--- src/sram_ctrl_consts.svh ---
`ifndef SRAM_CTRL_CONSTS_SVH
`define SRAM_CTRL_CONSTS_SVH

`define CLK_PERIOD_NS 10
`define ADDR_WIDTH 20
`define DATA_WIDTH 32
`define LANES 4
`define DENSITY_WIDTH 4
// Timings of the slowest grade, in ns.
`define CYCLE_TIME_NS 25
`define SELECT_ACCESS_TIME_NS 25
`define OUTPUT_ENABLE_ACCESS_TIME_NS 12
`define ADDRESS_TO_WRITE_END_TIME_NS 15
`define WRITE_PULSE_NS 15
`define DATA_TO_WRITE_END_TIME_NS 12
`define DESELECT_FLOAT_TIME_NS 10
// Least times round up to whole cycles.
`define CEIL_CYC(t) (((t) + `CLK_PERIOD_NS - 1) / `CLK_PERIOD_NS)
`define READ_WAIT_CYC `CEIL_CYC(`SELECT_ACCESS_TIME_NS)
`define WRITE_WAIT_CYC `CEIL_CYC(`WRITE_PULSE_NS)
`define FLOAT_WAIT_CYC `CEIL_CYC(`DESELECT_FLOAT_TIME_NS)

`endif

--- src/sram_ctrl_pkg.sv ---
package sram_ctrl_pkg;
  typedef enum logic [2:0] {
    st_idle,
    st_rd_setup,
    st_rd_wait,
    st_wr_setup,
    st_wr_pulse,
    st_wr_hold,
    st_float
  } state_t;
endpackage

--- src/sram_ctrl.sv ---
// Operation
// - Address changes only while strobe deasserted.
// - Address valid before select and strobe low.
// - Host never drives bus during reads.
// - Address and select held before write end.
// - Write data held before strobe rises.
`timescale 1ns/100ps
`default_nettype none
`include "sram_ctrl_consts.svh"
module sram_ctrl #(
  parameter int ADDR_WIDTH = `ADDR_WIDTH,
  parameter int DATA_WIDTH = `DATA_WIDTH,
  parameter int LANES = `LANES
) (
  input wire logic clock,
  input wire logic rst_b,
  input wire logic req_valid,
  output logic req_ready,
  input wire logic req_write,
  input wire logic [ADDR_WIDTH-1:0] req_addr,
  input wire logic [DATA_WIDTH-1:0] req_wdata,
  input wire logic [LANES-1:0] req_lanes,
  output logic rsp_valid,
  output logic [DATA_WIDTH-1:0] rsp_rdata,
  output logic [`DENSITY_WIDTH-1:0] density_id,
  output logic [ADDR_WIDTH-1:0] word_address_lines,
  output logic [LANES-1:0] byte_lane_select_n,
  output logic write_strobe_n,
  output logic output_enable_n,
  input wire logic [DATA_WIDTH-1:0] bidir_data_lines_in,
  output logic [DATA_WIDTH-1:0] bidir_data_lines_out,
  output logic bidir_data_lines_oe,
  input wire logic [`DENSITY_WIDTH-1:0] density_id_pins
);
  // Each lane select covers exactly one byte of the data word.
  if (DATA_WIDTH != LANES * 8 || ADDR_WIDTH < 1)
  begin
    $error("DATA_WIDTH must be eight bits per lane");
  end

  localparam int CW = 3;
  localparam logic [CW-1:0] RD_CYC = CW'(`READ_WAIT_CYC);
  localparam logic [CW-1:0] WR_CYC = CW'(`WRITE_WAIT_CYC);
  localparam logic [CW-1:0] FL_CYC = CW'(`FLOAT_WAIT_CYC);

  sram_ctrl_pkg::state_t state_ff, nxt_state_ff;
  logic [CW-1:0] cnt_ff, nxt_cnt_ff;
  logic req_ready_ff, nxt_req_ready_ff;
  logic rsp_valid_ff, nxt_rsp_valid_ff;
  logic [DATA_WIDTH-1:0] rdata_ff, nxt_rdata_ff;
  logic [ADDR_WIDTH-1:0] addr_ff, nxt_addr_ff;
  logic [LANES-1:0] sel_n_ff, nxt_sel_n_ff;
  logic [LANES-1:0] lanes_ff, nxt_lanes_ff;
  logic we_n_ff, nxt_we_n_ff;
  logic oe_n_ff, nxt_oe_n_ff;
  logic [DATA_WIDTH-1:0] wdata_ff, nxt_wdata_ff;
  logic drive_ff, nxt_drive_ff;
  logic [3*`DENSITY_WIDTH-1:0] pd_sync_ff;
  logic [`DENSITY_WIDTH-1:0] density_ff, nxt_density_ff;

  // Density pins are static; a change counts once two late stages agree.
  always_ff @(posedge clock or negedge rst_b)
  begin
    if (!rst_b)
    begin
      pd_sync_ff <= '0;
    end
    else
    begin
      pd_sync_ff <= {pd_sync_ff[2*`DENSITY_WIDTH-1:0], density_id_pins};
    end
  end

  always_comb
  begin
    nxt_density_ff = density_ff;
    if (pd_sync_ff[2*`DENSITY_WIDTH-1:`DENSITY_WIDTH] ==
        pd_sync_ff[3*`DENSITY_WIDTH-1:2*`DENSITY_WIDTH])
    begin
      nxt_density_ff = pd_sync_ff[3*`DENSITY_WIDTH-1:2*`DENSITY_WIDTH];
    end
  end

  always_comb
  begin
    nxt_state_ff = state_ff;
    nxt_cnt_ff = cnt_ff;
    nxt_req_ready_ff = 1'b0;
    nxt_rsp_valid_ff = 1'b0;
    nxt_rdata_ff = rdata_ff;
    nxt_addr_ff = addr_ff;
    nxt_sel_n_ff = sel_n_ff;
    nxt_lanes_ff = lanes_ff;
    nxt_we_n_ff = we_n_ff;
    nxt_oe_n_ff = oe_n_ff;
    nxt_wdata_ff = wdata_ff;
    nxt_drive_ff = drive_ff;
    case (state_ff)
      sram_ctrl_pkg::st_idle:
      begin
        nxt_req_ready_ff = 1'b1;
        if (req_valid && req_ready_ff)
        begin
          nxt_req_ready_ff = 1'b0;
          // Address moves only while selects and strobe are high.
          nxt_addr_ff = req_addr;
          nxt_lanes_ff = req_lanes;
          nxt_wdata_ff = req_wdata;
          if (req_write)
          begin
            nxt_state_ff = sram_ctrl_pkg::st_wr_setup;
          end
          else
          begin
            nxt_state_ff = sram_ctrl_pkg::st_rd_setup;
          end
        end
      end
      sram_ctrl_pkg::st_rd_setup:
      begin
        nxt_sel_n_ff = ~lanes_ff;
        nxt_oe_n_ff = 1'b0;
        nxt_cnt_ff = RD_CYC;
        nxt_state_ff = sram_ctrl_pkg::st_rd_wait;
      end
      sram_ctrl_pkg::st_rd_wait:
      begin
        nxt_cnt_ff = cnt_ff - CW'(1);
        if (cnt_ff == CW'(1))
        begin
          // Both access times have passed once the count ends.
          nxt_rdata_ff = bidir_data_lines_in;
          nxt_rsp_valid_ff = 1'b1;
          nxt_sel_n_ff = '1;
          nxt_oe_n_ff = 1'b1;
          nxt_cnt_ff = FL_CYC;
          nxt_state_ff = sram_ctrl_pkg::st_float;
        end
      end
      sram_ctrl_pkg::st_wr_setup:
      begin
        // Data drives only with output enable high, so no contention.
        nxt_drive_ff = 1'b1;
        nxt_sel_n_ff = ~lanes_ff;
        nxt_we_n_ff = 1'b0;
        nxt_cnt_ff = WR_CYC;
        nxt_state_ff = sram_ctrl_pkg::st_wr_pulse;
      end
      sram_ctrl_pkg::st_wr_pulse:
      begin
        nxt_cnt_ff = cnt_ff - CW'(1);
        if (cnt_ff == CW'(1))
        begin
          // Address, select and data held over the full pulse.
          nxt_we_n_ff = 1'b1;
          nxt_state_ff = sram_ctrl_pkg::st_wr_hold;
        end
      end
      sram_ctrl_pkg::st_wr_hold:
      begin
        nxt_sel_n_ff = '1;
        nxt_drive_ff = 1'b0;
        nxt_rsp_valid_ff = 1'b1;
        nxt_cnt_ff = FL_CYC;
        nxt_state_ff = sram_ctrl_pkg::st_float;
      end
      sram_ctrl_pkg::st_float:
      begin
        // Wait for the memory to float before the next cycle.
        nxt_cnt_ff = cnt_ff - CW'(1);
        if (cnt_ff == CW'(1))
        begin
          nxt_req_ready_ff = 1'b1;
          nxt_state_ff = sram_ctrl_pkg::st_idle;
        end
      end
      default:
      begin
        nxt_state_ff = sram_ctrl_pkg::st_idle;
        nxt_sel_n_ff = '1;
        nxt_we_n_ff = 1'b1;
        nxt_oe_n_ff = 1'b1;
        nxt_drive_ff = 1'b0;
      end
    endcase
  end

  always_ff @(posedge clock or negedge rst_b)
  begin
    if (!rst_b)
    begin
      state_ff <= sram_ctrl_pkg::st_idle;
      cnt_ff <= '0;
      req_ready_ff <= 1'b0;
      rsp_valid_ff <= 1'b0;
      rdata_ff <= '0;
      addr_ff <= '0;
      sel_n_ff <= '1;
      lanes_ff <= '0;
      we_n_ff <= 1'b1;
      oe_n_ff <= 1'b1;
      wdata_ff <= '0;
      drive_ff <= 1'b0;
      density_ff <= '0;
    end
    else
    begin
      state_ff <= nxt_state_ff;
      cnt_ff <= nxt_cnt_ff;
      req_ready_ff <= nxt_req_ready_ff;
      rsp_valid_ff <= nxt_rsp_valid_ff;
      rdata_ff <= nxt_rdata_ff;
      addr_ff <= nxt_addr_ff;
      sel_n_ff <= nxt_sel_n_ff;
      lanes_ff <= nxt_lanes_ff;
      we_n_ff <= nxt_we_n_ff;
      oe_n_ff <= nxt_oe_n_ff;
      wdata_ff <= nxt_wdata_ff;
      drive_ff <= nxt_drive_ff;
      density_ff <= nxt_density_ff;
    end
  end

  assign req_ready = req_ready_ff;
  assign rsp_valid = rsp_valid_ff;
  assign rsp_rdata = rdata_ff;
  assign density_id = density_ff;
  assign word_address_lines = addr_ff;
  assign byte_lane_select_n = sel_n_ff;
  assign write_strobe_n = we_n_ff;
  assign output_enable_n = oe_n_ff;
  assign bidir_data_lines_out = wdata_ff;
  assign bidir_data_lines_oe = drive_ff;
endmodule
`default_nettype wire

--- config.mk ---
export PLATFORM = sky130hd
export DESIGN_NAME = sram_ctrl
export DESIGN_NICKNAME = d
export VERILOG_FILES = /design/src/sram_ctrl_pkg.sv /design/src/sram_ctrl.sv
export VERILOG_INCLUDE_DIRS = /design/src
export SDC_FILE = /design/constraint.sdc
export NUM_CORES = 1
export LEC_CHECK = 0
export BUFFER_PORTS_ARGS = -buffer_cell sky130_fd_sc_hd__buf_2
export CAP_MARGIN = 20
export CORE_UTILIZATION = 25
export DETAILED_ROUTE_END_ITERATION = 7
export GPL_TIMING_DRIVEN = 0
export SLEW_MARGIN = 10
export SYNTH_ARGS = -nofsm -noshare
export SYNTH_HDL_FRONTEND = slang
export SYNTH_SLANG_ARGS = --single-unit
--- constraint.sdc ---
create_clock -name clock -period 1.9 [get_ports clock]
set_clock_uncertainty 0.15 [all_clocks]
set_input_delay 0.38 -clock clock [delete_from_list [all_inputs] [get_ports clock]]
set_output_delay 0.38 -clock clock [all_outputs]
set_load 0.03 [all_outputs]
==> results_dict.tcl <==
set metrics [dict create \
    hold_end "word_address_lines[6]" \
    grt_max_degree 63 \
    synth_top_area_frac 0.574 \
    fin_crit_ns 1.79 \
    seq_power_share 0.306 \
    cts_tree "done" \
    num_vias 3363 \
    period_share 0.942 \
    numPortBuffers 192 \
    synthTopCellsByArea "dfrtp_1 (57%), mux2_4 (21%), mux2_2 (5.3%), dfstp_2 (3.2%), buf_6 (1.8%)" \
    tns_ns 0 \
    worst_pin_slew_ns 0.565 \
    p_comb_frac 0.454 \
    critPathSlowestCell "dfrtp_1" \
    clockBufferDepth 2 \
    synthTopCellsByCount "dfrtp_1 (113), mux2_4 (69), mux2_2 (23)" \
    hold_path.class "input port to register" \
    crit_required_ns 2.04 \
    io_pins 193 \
    cp_max_fo 10 \
    antenna_found_initial 1 \
    finalSetupViolations 0 \
    outcome "complete, no violations" \
    grt_pass1_wl_microns 18500 \
    p_clk_frac 0.240 \
    yosysMostFrequentCell "dfrtp_1" \
    die_w_microns 142 \
    synth_warnings 0 \
    critPathLaunchType "register" \
    root_buffer "clkbuf_16" \
    crit_type "register to register" \
    slew_headroom 0.624 \
    firstDrtPassIters 4 \
    rsz0062_at_grt "false" \
    critPathBufInv 3 \
    p_total_mw 14.2 \
    drt_wl_total_microns 11800 \
    slowest_delay_ns 0.39 \
    worstSkewPairLatency_ns 0.41 \
    ir_worst_vdd_uv 732 \
    n_fill_cell 1839 \
    dpl.hpwl_microns 8260 \
    grt_pass1_vias 3505 \
    drive_above_1_share 0.644 \
    hold_depth 2 \
    synth_area_sq_um 4930 \
    max_freq_mhz 559 \
    gp_congestion 0.776 \
    coreArea_sq_um 19000 \
    p_sw_frac 0.389 \
    ant_nets 0 \
    ff2ff_path_depth 7 \
    drt_iter0_drc 89 \
    r2r_setup_slack_ns 0.11 \
    hold_violations 0 \
    cts.sinks 119 \
    drc 0 \
    dieHeight_microns 142 \
    p_leak_nw 3.61 \
    clkSlewWorstSetupHoldPaths_ns 0.06 \
    powerDensity_nw_per_um2 2000 \
    cts_made_buffers 17 \
    hold_path.startpoint "req_addr[6]" \
    path_cells "inv_2 -> ha_4 -> nor2b_4 -> nand3_4 -> buf_6 -> buf_8 -> mux2_4" \
    synthArstFlopShare 1.00 \
    drv_slew 0 \
    ys_ff_latch 119 \
    final_core_util 0.373 \
    crit_family "flip-flops" \
    synth_cell_type_count 37 \
    synth_nets 412 \
    grtUsageTotal 0.119 \
    synth_top_area_cell "dfrtp_1" \
    worstReg2RegStart "cnt_ff[1]" \
    switchingPower_mw 5.50 \
    gr-total-overflow 0 \
    dominantRegCellSynth "dfrtp_1" \
    die_area_sq_um 20300 \
    cts.htree.levels 4 \
    synth-edff-count 0 \
    area_delta_synth_final_pct 44.0 \
    postSynthCellCount 311 \
    internal-power_mw 8.65 \
    syn_area_per_cell_sq_um 15.8 \
    regToRegEndpoint "rsp_rdata[27]" \
    cp.arrival_ns 1.93 \
    rows 50 \
    viasPerCell 4.14 \
    layout.nets 639 \
    cap_viol_max_count 0 \
    crit_path_end_kind "register" \
    initial_core_util 0.259 \
    wl_per_cell_microns 14.6 \
    yosysSeqAreaShare 0.606 \
]
-- timing repair --
action / in CTS / in global routing
setup buffers: 6 / 4
setup endpoints to repair: 29 / 34
resized for setup: 11 / 6
cloned: 1 / 0
hold buffers: 5 / 0
hold endpoints to repair: 57 / 0
pin swaps: 0 / 1
-- worst max path at each step --
stage | start | to | slack [ns] | cells past startpoint
floorplan | cnt_ff[0] | rsp_rdata[10] | 0.14 | 6
global placement | rst_b | bidir_data_lines_out[3] | -1.10 | 1
detailed placement | cnt_ff[0] | rsp_rdata[15] | -0.01 | 6
CTS | cnt_ff[0] | rsp_rdata[6] | 0.01 | 7
global route | state_ff[1] | output_enable_n | 0.01 | 6
finish | cnt_ff[1] | rsp_rdata[27] | 0.11 | 7
-- per-stage QoR --
| stage | instances | hold slack (ns) | cell area (sq um) | setup WS [ns] |
|---|---|---|---|---|
| 2_1_floorplan | 311 | -0.0656 | 4930 | 0.141 |
| 3_3_place_gp | 763 | 0.184 | 6210 | -1.10 |
| 3_5_place_dp | 764 | 0.186 | 6250 | -0.0109 |
| 4_1_cts | 808 | 0.0195 | 7050 | 0.0107 |
| 5_1_grt | 811 | 0.0293 | 7090 | 0.0108 |
| 6_report | 812 | 0.0486 | 7100 | 0.111 |
-- layout make-up --
class / instances / area [sq um] / area share
tap: 260 / 325 / 0.0458
multi-input combinational: 171 / 1810 / 0.255
clock buffer: 22 / 494 / 0.0697
antenna: 1 / 2.50 / 0.000353
sequential: 119 / 2990 / 0.421
inverter: 5 / 18.8 / 0.00265
timing repair buffer: 209 / 1160 / 0.164
buffer: 15 / 153 / 0.0215
clock inverter: 10 / 140 / 0.0197
-- registers in the layout, indices dropped and copies added, names as in the netlist --
name                  flops
bidir_data_lines_oe       1
bidir_data_lines_out     32
byte_lane_select_n        4
cnt_ff                    3
density_id                4
lanes_ff                  4
output_enable_n           1
pd_sync_ff               12
req_ready                 1
rsp_rdata                32
rsp_valid                 1
state_ff                  3
word_address_lines       20
write_strobe_n            1
-- power by group through the flow --
stage	Sequential, mW	Clock [mW]	Combinational, mW
4_1_cts	4.34	3.53	6.37
2_1_floorplan	6.34	0	2.48
6_report	4.33	3.40	6.43
3_5_place_dp	4.35	0	6.23
5_1_grt	4.49	3.64	6.83
3_3_place_gp	4.30	0	6.13
-- layout by cell type, fill, tap and decap left out, types with 4 or more instances in the layout --
cell type	Yosys	final
buf_6	8	10
mux2_4	69	69
mux2_2	23	23
clkbuf_8	0	5
dlygate4sd3_1	0	5
inv_1	5	4
clkbuf_16	0	17
dfrtp_1	113	111
o21ai_0	9	9
buf_4	2	8
dfstp_2	6	6
nor2_1	11	11
xnor2_1	4	4
ha_1	5	4
buf_2	4	194
a21oi_1	15	15
nand2_1	6	6
-- cell families after synthesis --
kind of cell,after synthesis,synth area share
buffers and inverters,21,0.0307
AND/OR/NAND/NOR,34,0.0363
AO/OA/AOI/OAI,36,0.0444
XOR/XNOR,4,0.00711
adder cells (fa/ha/maj),5,0.0127
flip-flops,119,0.606
multiplexers,92,0.263
-- metal layers --
layer | wire length (microns) | global-route usage
met5 | 0 | 0
met4 | 242 | 0.0572
met3 | 738 | 0.0380
met2 | 6050 | 0.201
met1 | 4780 | 0.137
No activity file was read; power rests on OpenSTA's default activity.
